<file path="config.mk">
export PLATFORM = sky130hd
export DESIGN_NAME = gref_regs
export DESIGN_NICKNAME = d
export VERILOG_FILES = /design/src/common/gref_pkg.sv /design/src/hw/gref_regs.sv
export VERILOG_INCLUDE_DIRS = /design/src /design/src/common
export SDC_FILE = /design/constraint.sdc
export NUM_CORES = 1
export LEC_CHECK = 0
export ABC_AREA = 1
export ABC_CLOCK_PERIOD_IN_PS = 4800
export BUFFER_PORTS_ARGS = -buffer_cell sky130_fd_sc_hd__clkbuf_2
export CAP_MARGIN = 15
export CORE_MARGIN = 4
export CORE_UTILIZATION = 60
export DETAILED_ROUTE_END_ITERATION = 8
export PLACE_DENSITY_LB_ADDON = 0.05
export RECOVER_POWER = 100
export SYNTH_ARGS = -nofsm -noshare
export SYNTH_HDL_FRONTEND = slang
export SYNTH_SLANG_ARGS = --single-unit
</file>
<file path="constraint.sdc">
create_clock -name clk_sys_i -period 4.8 [get_ports clk_sys_i]
set_clock_uncertainty 0.15 [all_clocks]
set_input_delay 0.48 -clock clk_sys_i [delete_from_list [all_inputs] [get_ports clk_sys_i]]
set_output_delay 0.48 -clock clk_sys_i [all_outputs]
set_load 0.02 [all_outputs]
</file>
<file path="src/common/gref_defs.svh">
/*
 * constants of the genlock reference control register bank: offsets,
 * field positions and reset values.
 * assumes inclusion by bare name from the package and the design.
 */
// What this block does
// - three-bit field sets missing sync pulses tolerated before reference loss
// - holdover bit chooses behaviour on reference loss
// - reference port bit picks port A at 0, port B at 1
// - pin override forces register selection; else source bit zero means pin
// - select source bit picks register bit at 1, pin at 0
// - with register mode source, mode bit 0 free run, 1 synchronised
// - mode source bit picks register bit at 1, mode pin at 0
// - reference present flag reads valid reference; no-reference pin is its inverse
// - free run mode holds reference present flag at zero
// - status bit 1 reports sd pll lock
// - status bit 2 reports hd pll lock
// - five-bit lock threshold feeds pll 1 lock detector
// - input_polarity_and_pin_override bits 0-3 hold sync polarities, 1 is active high
// - lock output clock to the active edge of selected horizontal sync
// - clock reference bit treats horizontal input as 27 MHz clock
// - override makes select pin an alignment pulse, honoured only when enabled
// - override clear with register selection ignores the shared pin
// - two-bit reference divider select is pll 1 ratio denominator
// - 13-bit feedback divider from feedback_divider_low and 05h bits 4-0
// - feedback_divider_high bits 7-5 read zero and ignore writes
// - multi-byte write stores each byte at the next register address
`ifndef GREF_DEFS_SVH
`define GREF_DEFS_SVH
`define GREF_DEV_ADDR 7'h6e
`define GREF_OFS_MODE 8'h00
`define GREF_OFS_STAT 8'h01
`define GREF_OFS_POL 8'h02
`define GREF_OFS_RDIV 8'h03
`define GREF_OFS_FBLO 8'h04
`define GREF_OFS_FBHI 8'h05
`define GREF_RST_MODE 8'ha3
`define GREF_RST_LOCKTH 5'h10
`define GREF_RST_POL 8'h00
`define GREF_RST_RDIV 8'h01
`define GREF_RST_FBLO 8'hb4
`define GREF_RST_FBHI 8'h06
`define GREF_MASK_POL 8'h3f
`define GREF_MASK_RDIV 8'h03
`define GREF_MASK_FBHI 8'h1f
`define GREF_HERR_LSB 0
`define GREF_HOLD_BIT 3
`define GREF_REFERENCE_PORT_BIT_BIT 4
`define GREF_RSRC_BIT 5
`define GREF_MSEL_BIT 6
`define GREF_MSRC_BIT 7
`define GREF_OVRD_BIT 5
`define GREF_CLKREF_BIT 4
`define GREF_HSYNC_NS 63556
`define GREF_CLK_NS 40
`define GREF_MISS_CYC ((`GREF_HSYNC_NS * 5 / 4 + `GREF_CLK_NS - 1) / `GREF_CLK_NS)
`endif

</file>
<file path="src/common/gref_pkg.sv">
/*
 * types of the genlock reference control register bank.
 * assumes gref_defs.svh is on the include path.
 */
`include "gref_defs.svh"
package gref_pkg;
	typedef enum logic [2:0] {GREF_IDLE, GREF_ADDR, GREF_REG, GREF_WDATA, GREF_RDATA,
		GREF_ACK, GREF_RACK} gref_state_t;
	typedef struct packed {
		logic [2:0] miss_max;
		logic holdover;
		logic port_b;
		logic sync_mode;
		logic clock_ref;
		logic [4:0] lock_thresh;
		logic [1:0] ref_div_sel;
		logic [12:0] feedback_divider;
	} gref_cfg_t;
endpackage : gref_pkg

</file>
<file path="src/hw/gref_regs.sv">
/*
 * i2c slave register bank for genlock mode and reference control, with
 * reference selection, loss detection and status.
 * assumes i2c pins, sync inputs and mode/select pins are asynchronous.
 */
`timescale 1ns/100ps
`default_nettype none
`include "gref_defs.svh"
module gref_regs
	import gref_pkg::*;
(
	input wire logic clk_sys_i,
	input wire logic nrst_i,
	input wire logic scl_i,
	input wire logic sda_i,
	output logic sda_o,
	output logic sda_oe_o,
	input wire logic mode_pin_n_i,
	input wire logic ref_sel_pin_i,
	input wire logic [1:0] horizontal_reference_input_i,
	input wire logic [1:0] vref_i,
	input wire logic sd_pll_locked_i,
	input wire logic hd_pll_locked_i,
	input wire logic output_alignment_enable_i,
	output gref_cfg_t cfg_o,
	output logic ref_edge_o,
	output logic output_align_trigger_o,
	output logic no_reference_o
);
	logic [1:0] scl_s, sda_s, mpin_s, spin_s;
	logic [1:0] ha_s, hb_s, va_s, vb_s;
	logic [1:0] sdl_s, hdl_s;
	logic scl_d, sda_d, horizontal_reference_input_d;
	logic [7:0] mode_r, pol_r, rdiv_r, fblo_r, fbhi_r;
	logic [4:0] lockth_r;
	logic ref_valid_r, spin_d;
	logic [2:0] miss_r;
	logic [15:0] gap_r;
	gref_state_t st_r;
	logic [7:0] ptr_r, sh_r;
	logic [3:0] bit_r;
	logic rw_r, ofs_done_r, wr_step;
	logic scl_rise, scl_fall, start_c, stop_c;
	logic use_reg_sel, port_b, sync_mode, horizontal_reference_input_sel, horizontal_reference_input_act;
	logic [7:0] rd_byte;

	// two-flop synchronisers on every pin except output_alignment_enable_i
	always_ff @(posedge clk_sys_i or negedge nrst_i) begin
		if (!nrst_i) begin
			scl_s <= 2'h3;
			sda_s <= 2'h3;
			mpin_s <= 2'h3;
			spin_s <= 2'h0;
			ha_s <= 2'h0;
			hb_s <= 2'h0;
			va_s <= 2'h0;
			vb_s <= 2'h0;
			sdl_s <= 2'h0;
			hdl_s <= 2'h0;
		end else begin
			scl_s <= {scl_s[0], scl_i};
			sda_s <= {sda_s[0], sda_i};
			mpin_s <= {mpin_s[0], mode_pin_n_i};
			spin_s <= {spin_s[0], ref_sel_pin_i};
			ha_s <= {ha_s[0], horizontal_reference_input_i[0]};
			hb_s <= {hb_s[0], horizontal_reference_input_i[1]};
			va_s <= {va_s[0], vref_i[0]};
			vb_s <= {vb_s[0], vref_i[1]};
			sdl_s <= {sdl_s[0], sd_pll_locked_i};
			hdl_s <= {hdl_s[0], hd_pll_locked_i};
		end
	end

	// delayed copies for edge detection
	always_ff @(posedge clk_sys_i or negedge nrst_i) begin
		if (!nrst_i) begin
			scl_d <= 1'b1;
			sda_d <= 1'b1;
			horizontal_reference_input_d <= 1'b1; // matches horizontal_reference_input_act at reset, no false edge
			spin_d <= 1'b0;
		end else begin
			scl_d <= scl_s[1];
			sda_d <= sda_s[1];
			horizontal_reference_input_d <= horizontal_reference_input_act;
			spin_d <= spin_s[1];
		end
	end

	assign scl_rise = scl_s[1] & ~scl_d;
	assign scl_fall = ~scl_s[1] & scl_d;
	assign start_c = scl_s[1] & scl_d & sda_d & ~sda_s[1];
	assign stop_c = scl_s[1] & scl_d & ~sda_d & sda_s[1];

	// selection of mode and reference port
	assign use_reg_sel = pol_r[`GREF_OVRD_BIT] | mode_r[`GREF_RSRC_BIT];
	assign port_b = use_reg_sel ? mode_r[`GREF_REFERENCE_PORT_BIT_BIT] : spin_s[1];
	assign sync_mode = mode_r[`GREF_MSRC_BIT] ? mode_r[`GREF_MSEL_BIT] : ~mpin_s[1];
	assign horizontal_reference_input_sel = port_b ? hb_s[1] : ha_s[1];
	// active edge follows the programmed polarity
	assign horizontal_reference_input_act = horizontal_reference_input_sel ~^ (port_b ? pol_r[1] : pol_r[3]);

	assign cfg_o = '{miss_max: mode_r[2:0], holdover: mode_r[`GREF_HOLD_BIT],
		port_b: port_b, sync_mode: sync_mode,
		clock_ref: pol_r[`GREF_CLKREF_BIT], lock_thresh: lockth_r,
		ref_div_sel: rdiv_r[1:0], feedback_divider: {fbhi_r[4:0], fblo_r}};
	assign ref_edge_o = horizontal_reference_input_act & ~horizontal_reference_input_d;
	// override turns the select pin into an alignment pulse
	assign output_align_trigger_o = pol_r[`GREF_OVRD_BIT] & output_alignment_enable_i
		& spin_s[1] & ~spin_d;
	assign no_reference_o = ~ref_valid_r;

	// reference detector: missed line periods counted against threshold
	always_ff @(posedge clk_sys_i or negedge nrst_i) begin
		if (!nrst_i) begin
			gap_r <= 16'h0000;
			miss_r <= 3'h0;
			ref_valid_r <= 1'b0;
		end else if (!sync_mode) begin
			gap_r <= 16'h0000;
			miss_r <= 3'h0;
			ref_valid_r <= 1'b0;
		end else if (ref_edge_o || pol_r[`GREF_CLKREF_BIT] && horizontal_reference_input_act) begin
			gap_r <= 16'h0000;
			miss_r <= 3'h0;
			ref_valid_r <= 1'b1;
		end else if (gap_r == 16'(`GREF_MISS_CYC)) begin
			gap_r <= 16'h0000;
			if (miss_r >= mode_r[2:0])
				ref_valid_r <= 1'b0;
			else
				miss_r <= miss_r + 3'h1;
		end else begin
			gap_r <= gap_r + 16'h0001;
		end
	end

	// read data of the addressed register
	always_comb begin
		unique case (ptr_r)
			`GREF_OFS_MODE: rd_byte = mode_r;
			`GREF_OFS_STAT: rd_byte = {lockth_r, hdl_s[1], sdl_s[1],
				ref_valid_r};
			`GREF_OFS_POL: rd_byte = pol_r;
			`GREF_OFS_RDIV: rd_byte = rdiv_r;
			`GREF_OFS_FBLO: rd_byte = fblo_r;
			`GREF_OFS_FBHI: rd_byte = fbhi_r & `GREF_MASK_FBHI;
			default: rd_byte = 8'h00;
		endcase
	end

	// i2c slave byte engine
	always_ff @(posedge clk_sys_i or negedge nrst_i) begin
		if (!nrst_i) begin
			st_r <= GREF_IDLE;
			bit_r <= 4'h0;
			sh_r <= 8'h00;
			rw_r <= 1'b0;
			ptr_r <= 8'h00;
			sda_oe_o <= 1'b0;
			ofs_done_r <= 1'b0;
		end else if (start_c) begin
			st_r <= GREF_ADDR;
			ofs_done_r <= 1'b0;
			bit_r <= 4'h0;
			sda_oe_o <= 1'b0;
		end else if (stop_c) begin
			st_r <= GREF_IDLE;
			sda_oe_o <= 1'b0;
		end else begin
			unique case (st_r)
				GREF_IDLE: ;
				GREF_ADDR, GREF_REG, GREF_WDATA: begin
					if (scl_rise) begin
						sh_r <= {sh_r[6:0], sda_s[1]};
						bit_r <= bit_r + 4'h1;
					end else if (scl_fall && bit_r == 4'h8) begin
						bit_r <= 4'h0;
						if (st_r == GREF_ADDR && sh_r[7:1] != `GREF_DEV_ADDR) begin
							st_r <= GREF_IDLE;
						end else begin
							sda_oe_o <= 1'b1;
							if (st_r == GREF_ADDR)
								rw_r <= sh_r[0];
							if (st_r == GREF_REG) begin
								ptr_r <= sh_r;
								ofs_done_r <= 1'b1;
							end
							if (wr_step)
								ptr_r <= ptr_r + 8'h01;
							st_r <= GREF_ACK;
						end
					end
				end
				GREF_ACK: begin
					if (scl_fall) begin
						if (rw_r) begin
							st_r <= GREF_RDATA;
							sh_r <= rd_byte;
							sda_oe_o <= ~rd_byte[7];
							bit_r <= 4'h1;
						end else begin
							// first byte after the address is the register offset
							st_r <= ofs_done_r ? GREF_WDATA : GREF_REG;
							sda_oe_o <= 1'b0;
						end
					end
				end
				GREF_RDATA: begin
					if (scl_fall) begin
						if (bit_r == 4'h8) begin
							sda_oe_o <= 1'b0;
							st_r <= GREF_RACK;
							ptr_r <= ptr_r + 8'h01;
						end else begin
							sda_oe_o <= ~sh_r[7 - bit_r[2:0]];
							bit_r <= bit_r + 4'h1;
						end
					end
				end
				GREF_RACK: begin
					if (scl_rise && sda_s[1])
						st_r <= GREF_IDLE;
					else if (scl_fall) begin
						st_r <= GREF_RDATA;
						sh_r <= rd_byte;
						sda_oe_o <= ~rd_byte[7];
						bit_r <= 4'h1;
					end
				end
			endcase
		end
	end

	assign sda_o = 1'b0;

	// register writes; pointer steps after every data byte
	always_ff @(posedge clk_sys_i or negedge nrst_i) begin
		if (!nrst_i) begin
			mode_r <= `GREF_RST_MODE;
			lockth_r <= `GREF_RST_LOCKTH;
			pol_r <= `GREF_RST_POL;
			rdiv_r <= `GREF_RST_RDIV;
			fblo_r <= `GREF_RST_FBLO;
			fbhi_r <= `GREF_RST_FBHI;
		end else if (st_r == GREF_WDATA && scl_fall && bit_r == 4'h8) begin
			unique case (ptr_r)
				`GREF_OFS_MODE: mode_r <= sh_r;
				`GREF_OFS_STAT: lockth_r <= sh_r[7:3];
				`GREF_OFS_POL: pol_r <= sh_r & `GREF_MASK_POL;
				`GREF_OFS_RDIV: rdiv_r <= sh_r & `GREF_MASK_RDIV;
				`GREF_OFS_FBLO: fblo_r <= sh_r;
				`GREF_OFS_FBHI: fbhi_r <= sh_r & `GREF_MASK_FBHI;
				default: ;
			endcase
		end
	end

	// end of a data byte: pointer steps for multi-byte writes
	assign wr_step = (st_r == GREF_WDATA) && scl_fall && (bit_r == 4'h8);
endmodule : gref_regs
`default_nettype wire

</file>
## After elaboration in Yosys (flattened, before gate mapping)

Cells that the tools add are included.

| word-level totals | value |
|---|---|
| register bits | 100 |
| output and inout bits | 32 |
| logic and storage cells | 215 |

| cells by class | value |
|---|---|
| add/sub/neg operators | 5 |
| $lt $le $gt $ge | 2 |
| equal/unequal tests | 47 |
| multiplexer cells | 75 |
| bitwise gates (word level) | 27 |
| reductions and logical operators | 31 |

Operators by type and width:

| cell | count |
|---|---|
| 2-to-1 mux 8 bit | 12 |
| 2-to-1 mux 16 bit | 3 |
| case mux 8 bit (6 select lines) | 1 |
| 2-to-1 mux 3 bit | 15 |
| 2-to-1 mux 4 bit | 10 |
| != test 4 bit (second input constant) | 9 |
| less-than comparator 32 x 4 -> 1 bit (second input constant) | 1 |
| 2-to-1 mux 1 bit | 28 |
| != test 2 bit (second input constant) | 12 |
| != test 3 bit (second input constant) | 8 |
| case mux 8 bit (3 select lines) | 1 |
| AND reduction 9 bit | 2 |
| adder 16 x 1 -> 16 bit (second input constant) | 1 |
| == test 16 x 11 -> 1 bit (second input constant) | 1 |
| == test 8 x 2 -> 1 bit (second input constant) | 2 |
| == test 8 x 3 -> 1 bit (second input constant) | 2 |
| case mux 4 bit (4 select lines) | 1 |
| case mux 8 bit (2 select lines) | 1 |
| AND reduction 2 bit | 8 |
| AND reduction 8 bit | 2 |
| inverter 1 bit | 14 |
| AND reduction 7 bit | 2 |
| case mux 3 bit (4 select lines) | 1 |
| AND 1 bit | 11 |
| other kinds (27) | 39 |

## Longest topological paths before layout

Gate-level depths: netlist (run 1).

| depth | value |
|---|---|
| word-level depth | 9 |
| gate-level depth with buffers | 13 |

## Least setup slack after synthesis (run 1)

OpenSTA, ideal clock, no wires.

| timing path | value |
|---|---|
| path type | register to register |
| from | register bit_r[0] |
| to | register ptr_r[1] |
| setup time | 119 ps |
| data arrival time | 1661 ps |
| data required time | 4531 ps |
| setup slack | 2870 ps |
| stages on the path, launching flop included | 11 |
| cells stage by stage | dfrtp_1 -> clkbuf_1 -> inv_1 -> ha_1 -> nand3_2 -> nor2_4 -> nand3_2 -> nand2_1 -> buf_6 -> o21ai_0 -> o21a_1 |

| on the way | value |
|---|---|
| longest elaborated chain between the ends | 7 |
| elaborated cells between the ends (all ways) | 12 |

Ends and longest elaborated chain:

| what | RTL line | source |
|---|---|---|
| start, declared | gref_regs.sv:41 | `logic [3:0] bit_r;` |
| start signal, assigned | gref_regs.sv:175 | `bit_r <= bit_r + 4'h1;` |
| start signal, assigned | gref_regs.sv:216 | `bit_r <= bit_r + 4'h1;` |
| == test 4 bit * | gref_regs.sv:176, gref_regs.sv:210, gref_regs.sv:259 |  |
| logical AND 1 bit | gref_regs.sv:259 | `assign wr_step = (st_r == GREF_WDATA) && scl_fall && (bit_r == 4'h8);` |
| 2-to-1 mux 8 bit | gref_regs.sv:188 | `if (wr_step)` |
| 2-to-1 mux 8 bit | gref_regs.sv:178 | `` if (st_r == GREF_ADDR && sh_r[7:1] != `GREF_DEV_ADDR) begin `` |
| 2-to-1 mux 8 bit | gref_regs.sv:176 | `end else if (scl_fall && bit_r == 4'h8) begin` |
| 2-to-1 mux 8 bit | gref_regs.sv:173 | `if (scl_rise) begin` |
| case mux 8 bit (2 select lines) | gref_regs.sv:170 | `unique case (st_r)` |
| end signal, assigned | gref_regs.sv:185 | `ptr_r <= sh_r;` |
| end signal, assigned | gref_regs.sv:189 | `ptr_r <= ptr_r + 8'h01;` |
| end signal, assigned | gref_regs.sv:213 | `ptr_r <= ptr_r + 8'h01;` |
| end, declared | gref_regs.sv:40 | `logic [7:0] ptr_r, sh_r;` |

Every way passes the cells marked *; elsewhere a longest branch is shown, timed or not. The select of a mux whose other input is x is not followed.
A chain may end at the register's enable or synchronous reset.

==> results.sh, run 1 <==
export IMPL_outcome="complete, but fails checks"
export IMPL_violations="max-capacitance violations, max-slew violations"
export IMPL_die_height_um=103
export IMPL_route_final_wire_length_um=12100
export IMPL_postCtsResizedCells=0
export IMPL_area_growth_syn_to_layout_pct=5.47
export IMPL_synth_seq_area_share=0.470
export IMPL_timing_critical_path_slowest_cell_delay_ps=2090
export IMPL_grt_antenna_before_repair=0
export IMPL_endpoint_kind="async pin"
export IMPL_post_cts_setup_buffer_count=0
export IMPL_synth_area_um2=5380
export IMPL_max_clock_freq_mhz=328
export IMPL_p_int_mw=1.48
export IMPL_p_leak_nw=2.69
export IMPL_sequential_cell_area_um2=2530
export IMPL_starting_density_of_the_core=0.617
export IMPL_drc=0
export IMPL_clock_latency_ps=370
export IMPL_timing_max_cap_violations=1
export IMPL_dp_final_hpwl_um=9020
export IMPL_critical_path_arrival_ps=3380
export IMPL_finalNetCount=746
export IMPL_required_time_at_the_worst_slack_endpoint_ps=5120
export IMPL_cts_tree="built"
export IMPL_worstPathMaxFanout=56
export IMPL_top_library_cells_by_usage_in_the_layout_fill_and_taps_aside="sky130_fd_sc_hd__nand2_1 (210), sky130_fd_sc_hd__dfrtp_1 (79), sky130_fd_sc_hd__nor2_1 (72), sky130_fd_sc_hd__inv_1 (69), sky130_fd_sc_hd__o21ai_0 (61)"
export IMPL_initialDrtViolationCount=386
export IMPL_power_frac_clock=0.202
export IMPL_clk_pin_slew_worst_paths_ps=100
export IMPL_grt_setup_unrepaired="no"
export IMPL_post_route_cells_drive_above_1_share=0.0825
export IMPL_yosysWarningCount=0
export IMPL_core_area_um2=8720
export IMPL_vias_per_cell=5.39
export IMPL_clock_sinks=100
export IMPL_root_driver="sky130_fd_sc_hd__clkbuf_8"
export IMPL_share_seq_of_total_power=0.419
export IMPL_synth_ff_latch_count=100
export IMPL_via_count=4503
export IMPL_die_width_um=103
export IMPL_ioPinCount=45
export IMPL_h_tree_depth=3
export IMPL_pwr_dens_nw_per_um2=470
export IMPL_final_min_clock_period_ps=3050
export IMPL_grt_pass1_vias=4234
export IMPL_area_taken_by_multi_input_logic_gates_um2=2360
export IMPL_most_common_cell_after_layout_fill_and_taps_aside="sky130_fd_sc_hd__nand2_1"
export IMPL_hold_viol_final=0
export IMPL_antenna_violating_nets_post_route=0
export IMPL_fin_hold_ws_ps=31.7
export IMPL_hold_buffers=0
export IMPL_worstSetupPathType="input port to async pin"
export IMPL_switching_share=0.445
export IMPL_synth_net_count=715
export IMPL_row_count=34
export IMPL_hold_path_class="input port to flop"
export IMPL_p_switching_mw=1.19
export IMPL_synth_lib_cells_used_distinct=35
export IMPL_globalRouteOverflowTotal=0
export IMPL_final_max_slew_violation_count=57
export IMPL_place_congestion=0.860
export IMPL_number_of_inserted_filler_cells_in_the_final_layout=780
export IMPL_synth_cells=691
export IMPL_combinationalPowerShare=0.379
export IMPL_synth_area_per_cell_um2=7.78
export IMPL_max_slew_margin_rel=-1.02
export IMPL_cts_made_buffers=9
export IMPL_post_drt_wl_per_cell_um=14.5
export IMPL_track_usage=0.248
export IMPL_final_period_utilization=0.636
export IMPL_worst_slew_pin_slew_ps=3030
export IMPL_ctsLongestPathBuffers=2
export IMPL_timing_critical_path_buf_inv=2
export IMPL_sort_of_element_at_the_start_of_the_critical_path="input port"
export IMPL_detailed_routing_iteration_count_for_the_pre_antenna_repair_pass=5
export IMPL_grt_max_degree=57
export IMPL_insertedDiodeCount=0
export IMPL_path_cells="clkbuf_1 -> buf_4"
export IMPL_grt_first_pass_wirelength_um=20500
export IMPL_number_of_setup_violations_in_the_final_report=0
export IMPL_fp_dieArea_um2=10500
export IMPL_io_buffer_count=41
export IMPL_vdd_ir_drop_worst_mv=0.243
export IMPL_final_setup_tns_ps=0
export IMPL_timing_critical_path_max_delay_family="buffers and inverters"
export IMPL_crit_path_top_delay_cell="sky130_fd_sc_hd__clkbuf_1"
final cells by class:
| type | instances | area share |
|---|---|---|
| Timing Repair Buffer | 42 | 0.0307 |
| Multi-Input combinational cell | 497 | 0.417 |
| Inverter | 72 | 0.0477 |
| Clock inverter | 7 | 0.0135 |
| Sequential cell | 100 | 0.446 |
| Clock buffer | 9 | 0.0218 |
| Tap cell | 108 | 0.0238 |
cell usage after synthesis:
library cell	number	area share
sky130_fd_sc_hd__nand4_1	12	0.014
sky130_fd_sc_hd__o22ai_1	1	0.0012
sky130_fd_sc_hd__nor3b_1	1	0.0014
sky130_fd_sc_hd__ha_1	11	0.026
sky130_fd_sc_hd__nand3_2	3	0.0056
sky130_fd_sc_hd__xor2_1	14	0.023
sky130_fd_sc_hd__nand3b_1	2	0.0028
sky130_fd_sc_hd__nand3_1	47	0.044
sky130_fd_sc_hd__conb_1	1	0.00070
sky130_fd_sc_hd__nor2_2	6	0.0070
sky130_fd_sc_hd__xnor2_1	2	0.0033
sky130_fd_sc_hd__nor4_1	1	0.0012
sky130_fd_sc_hd__o21ai_0	52	0.048
sky130_fd_sc_hd__dfstp_2	21	0.10
sky130_fd_sc_hd__dfrtp_1	79	0.37
sky130_fd_sc_hd__inv_2	6	0.0042
sky130_fd_sc_hd__nand2_4	1	0.0021
sky130_fd_sc_hd__nor2_1	69	0.048
sky130_fd_sc_hd__buf_4	10	0.014
sky130_fd_sc_hd__nand2_2	8	0.0093
sky130_fd_sc_hd__o21ai_1	11	0.010
sky130_fd_sc_hd__nor3_1	10	0.0093
sky130_fd_sc_hd__buf_2	3	0.0028
sky130_fd_sc_hd__a21oi_2	1	0.0016
sky130_fd_sc_hd__and3_1	3	0.0035
sky130_fd_sc_hd__nor2_4	4	0.0084
sky130_fd_sc_hd__o21ai_2	4	0.0065
sky130_fd_sc_hd__buf_6	6	0.013
sky130_fd_sc_hd__a21oi_1	23	0.021
sky130_fd_sc_hd__nand2_1	205	0.14
sky130_fd_sc_hd__o21a_1	2	0.0028
sky130_fd_sc_hd__inv_1	66	0.046
sky130_fd_sc_hd__clkbuf_1	3	0.0021
sky130_fd_sc_hd__o211ai_1	2	0.0028
sky130_fd_sc_hd__o21bai_1	1	0.0014
path summary, 6_finish.rpt:
kind                            from         to  cells after the start  slack [ps]
max reg2reg                 bit_r[0]  fblo_r[2]                      8        2200
max in group clk_sys_i      bit_r[0]  fblo_r[2]                      8        2200
min reg2reg                spin_s[0]  spin_s[1]                      0         210
max                           nrst_i  fbhi_r[2]                      2        1750
min                            scl_i   scl_s[0]                      1          30
min in group asynchronous     nrst_i   gap_r[4]                      1         920
through the flow:
| stage | util | total power [mW] | area [um^2] | cells | setup WS (ps) |
|---|---|---|---|---|---|
| 6_report | 0.650 | 2.67 | 5670 | 835 | 1750 |
| 5_1_grt | 0.650 | 2.90 | 5670 | 835 | 1180 |
| 4_1_cts | 0.660 | 2.72 | 5760 | 835 | 2530 |
| 3_5_place_dp | 0.637 | 2.18 | 5560 | 819 | 2540 |
| 3_3_place_gp | 0.637 | 2.14 | 5560 | 819 | 2540 |
| 2_1_floorplan | - | 1.95 | 5380 | 691 | 2870 |
registers in the layout, summed over array words and instances, names as in the netlist, 5 cells and up:
register and count:
gap_r 16, pol_r 6, fbhi_r 5, mode_r 8, lockth_r 5, ptr_r 8
fblo_r 8, sh_r 8
metal layers:
layer  part of all wire  global-route usage  routed length [um]  vias to the layer above
met3              0.054              0.0480                 649                       23
met1               0.47               0.359                5730                     2085
met2               0.45               0.381                5500                      133
li1                   -                   -                   -                     2262
met5                  0                   0                   0                        -
met4              0.020              0.0737                 247                        0
power groups by stage:
stage | Sequential (mW) | Clock, mW | Combinational (mW)
3_5_place_dp | 1.13 | 0 | 1.05
4_1_cts | 1.11 | 0.556 | 1.05
2_1_floorplan | 1.06 | 0 | 0.888
3_3_place_gp | 1.12 | 0 | 1.02
6_report | 1.12 | 0.539 | 1.01
5_1_grt | 1.14 | 0.589 | 1.17
cell families after synthesis:
family / synth area share
buffers and inverters: 0.0817
flip-flops: 0.470
XOR/XNOR: 0.0261
other: 0.000697
adder cells (fa/ha/maj): 0.0256
AND/OR/NAND/NOR: 0.299
AO/OA/AOI/OAI: 0.0963
(Power assumes the default switching activity.)
==> inputs of run 2 (changes only) <==
- ABC_CLOCK_PERIOD_IN_PS: 4800 -> 2500
- CORE_UTILIZATION: 60 -> 54
- clock period: 4.8 -> 2.5 ns (I/O delays scaled with it)
==> results.sh, run 2 (synthesis gave the netlist of run 1 again) <==
export IMPL_final_min_clock_period_ps=2230
export IMPL_p_switching_mw=2.27
export IMPL_worstSetupPathType="flop to flop"
export IMPL_starting_density_of_the_core=0.553
export IMPL_ctsLongestPathBuffers=2
export IMPL_timing_critical_path_max_delay_family="simple AND/OR/NAND/NOR gates"
export IMPL_area_growth_syn_to_layout_pct=8.68
export IMPL_die_height_um=108
export IMPL_initialDrtViolationCount=352
export IMPL_pwr_dens_nw_per_um2=882
export IMPL_grt_setup_unrepaired="no"
export IMPL_sort_of_element_at_the_start_of_the_critical_path="flop"
export IMPL_post_drt_wl_per_cell_um=13.9
export IMPL_p_int_mw=2.89
export IMPL_p_leak_nw=2.75
export IMPL_grt_max_degree=46
export IMPL_dp_final_hpwl_um=9170
export IMPL_critical_path_arrival_ps=2320
export IMPL_max_clock_freq_mhz=449
export IMPL_top_library_cells_by_usage_in_the_layout_fill_and_taps_aside="sky130_fd_sc_hd__nand2_1 (206), sky130_fd_sc_hd__dfrtp_1 (79), sky130_fd_sc_hd__nor2_1 (70), sky130_fd_sc_hd__inv_1 (68), sky130_fd_sc_hd__o21ai_0 (61)"
export IMPL_final_period_utilization=0.891
export IMPL_max_flop_register="gap_r"
export IMPL_globalRouteOverflowTotal=0
export IMPL_max_slew_margin_rel=0.263
export IMPL_grt_first_pass_wirelength_um=20800
export IMPL_timing_max_cap_violations=0
export IMPL_insertedDiodeCount=0
export IMPL_fp_dieArea_um2=11600
export IMPL_final_max_slew_violation_count=0
export IMPL_ioPinCount=45
export IMPL_clk_pin_slew_worst_paths_ps=100
export IMPL_vias_per_cell=5.16
export IMPL_antenna_violating_nets_post_route=0
export IMPL_root_driver="sky130_fd_sc_hd__clkbuf_8"
export IMPL_via_count=4512
export IMPL_worst_slew_pin_slew_ps=1110
export IMPL_grt_pass1_vias=4354
export IMPL_combinationalPowerShare=0.393
export IMPL_vdd_ir_drop_worst_mv=0.557
export IMPL_drc=0
export IMPL_final_setup_tns_ps=0
export IMPL_grt_antenna_before_repair=0
export IMPL_utilization_of_the_core_after_routing=0.601
export IMPL_finalNetCount=760
export IMPL_clock_latency_ps=370
export IMPL_power_frac_clock=0.195
export IMPL_cts_tree="built"
export IMPL_path_cells="inv_1 -> ha_1 -> nand3_2 -> nor2_4 -> nand3_2 -> inv_1 -> nand3_1 -> nand2_1 -> o21ai_0"
export IMPL_hold_path_class="flop to flop"
export IMPL_number_of_setup_violations_in_the_final_report=0
export IMPL_io_buffer_count=41
export IMPL_worstPathMaxFanout=10
export IMPL_post_route_cells_drive_above_1_share=0.0999
export IMPL_postCtsResizedCells=0
export IMPL_endpoint_kind="flop"
export IMPL_clock_sinks=100
export IMPL_hold_viol_final=0
export IMPL_route_final_wire_length_um=12200
export IMPL_core_area_um2=9730
export IMPL_cts_made_buffers=9
export IMPL_timing_critical_path_slowest_cell_delay_ps=470
export IMPL_track_usage=0.227
export IMPL_required_time_at_the_worst_slack_endpoint_ps=2590
export IMPL_place_congestion=0.935
export IMPL_h_tree_depth=3
export IMPL_share_seq_of_total_power=0.412
export IMPL_row_count=36
export IMPL_switching_share=0.440
export IMPL_timing_critical_path_buf_inv=2
export IMPL_max_ffs_per_register=16
export IMPL_most_common_cell_after_layout_fill_and_taps_aside="sky130_fd_sc_hd__nand2_1"
export IMPL_outcome="finished, final reports clean"
export IMPL_die_width_um=108
export IMPL_detailed_routing_iteration_count_for_the_pre_antenna_repair_pass=4
export IMPL_crit_path_top_delay_cell="sky130_fd_sc_hd__dfrtp_1"
==> run 2: changes by cell type in the layout (fill, tap and decap cells not counted), sizes merged <==
cell	before	now
clkinv	2	1
dlygate4sd3	0	9
clkinvlp	0	1
clkbuf	50	52
buf	1	4
==> run 2: cell type report <==
cell class	count	area, um^2
Clock buffer	9	124
Clock inverter	7	67.6
Timing Repair Buffer	56	299
Fill cell	964	3880
Tap cell	133	166
Multi-Input combinational cell	497	2390
Inverter	72	270
Sequential cell	100	2530
==> run 2: repair_timing <==
action / 4_1_cts / 5_1_grt
endpoints found under the hold margin: 41 / 0
hold buffers: 9 / 0
setup buffers: 0 / 0
==> run 2: power by group through the flow <==
stage	combinational (mW)	sequential, mW	clock (mW)
final	2.02	2.12	1.01
after global placement	2.02	2.14	0
after floorplan	1.70	2.04	0
after CTS	2.09	2.12	1.05
after detailed placement	2.07	2.15	0
after global routing	2.34	2.16	1.11
==> run 2: worst paths after layout <==
path                       slack, ps  cells after the start           to  startpoint
min                              210                      0     sdl_s[1]    sdl_s[0]
min in group asynchronous        460                      2     gap_r[4]      nrst_i
min reg2reg                      210                      0     sdl_s[1]    sdl_s[0]
max                              270                      9  lockth_r[3]    bit_r[1]
max in group asynchronous        510                      3    fblo_r[5]      nrst_i
max reg2reg                      270                      9  lockth_r[3]    bit_r[1]
==> run 2: stage by stage <==
stage	cells	cell area [um^2]	setup WS [ps]	total power [mW]	hold slack, ps
detailed placement	849	5640	457	4.22	136
global route	874	5840	129	5.62	217
CTS	874	5920	441	5.26	213
floorplan	691	5380	570	3.75	-196
finish	874	5840	272	5.15	209
global placement	849	5640	512	4.16	135
==> run 2: per-layer routing <==
metal / share of wire / track usage
met1: 0.46 / 0.298
met5: 0 / 0
met2: 0.49 / 0.379
met4: 0.0047 / 0.0577
met3: 0.054 / 0.0522
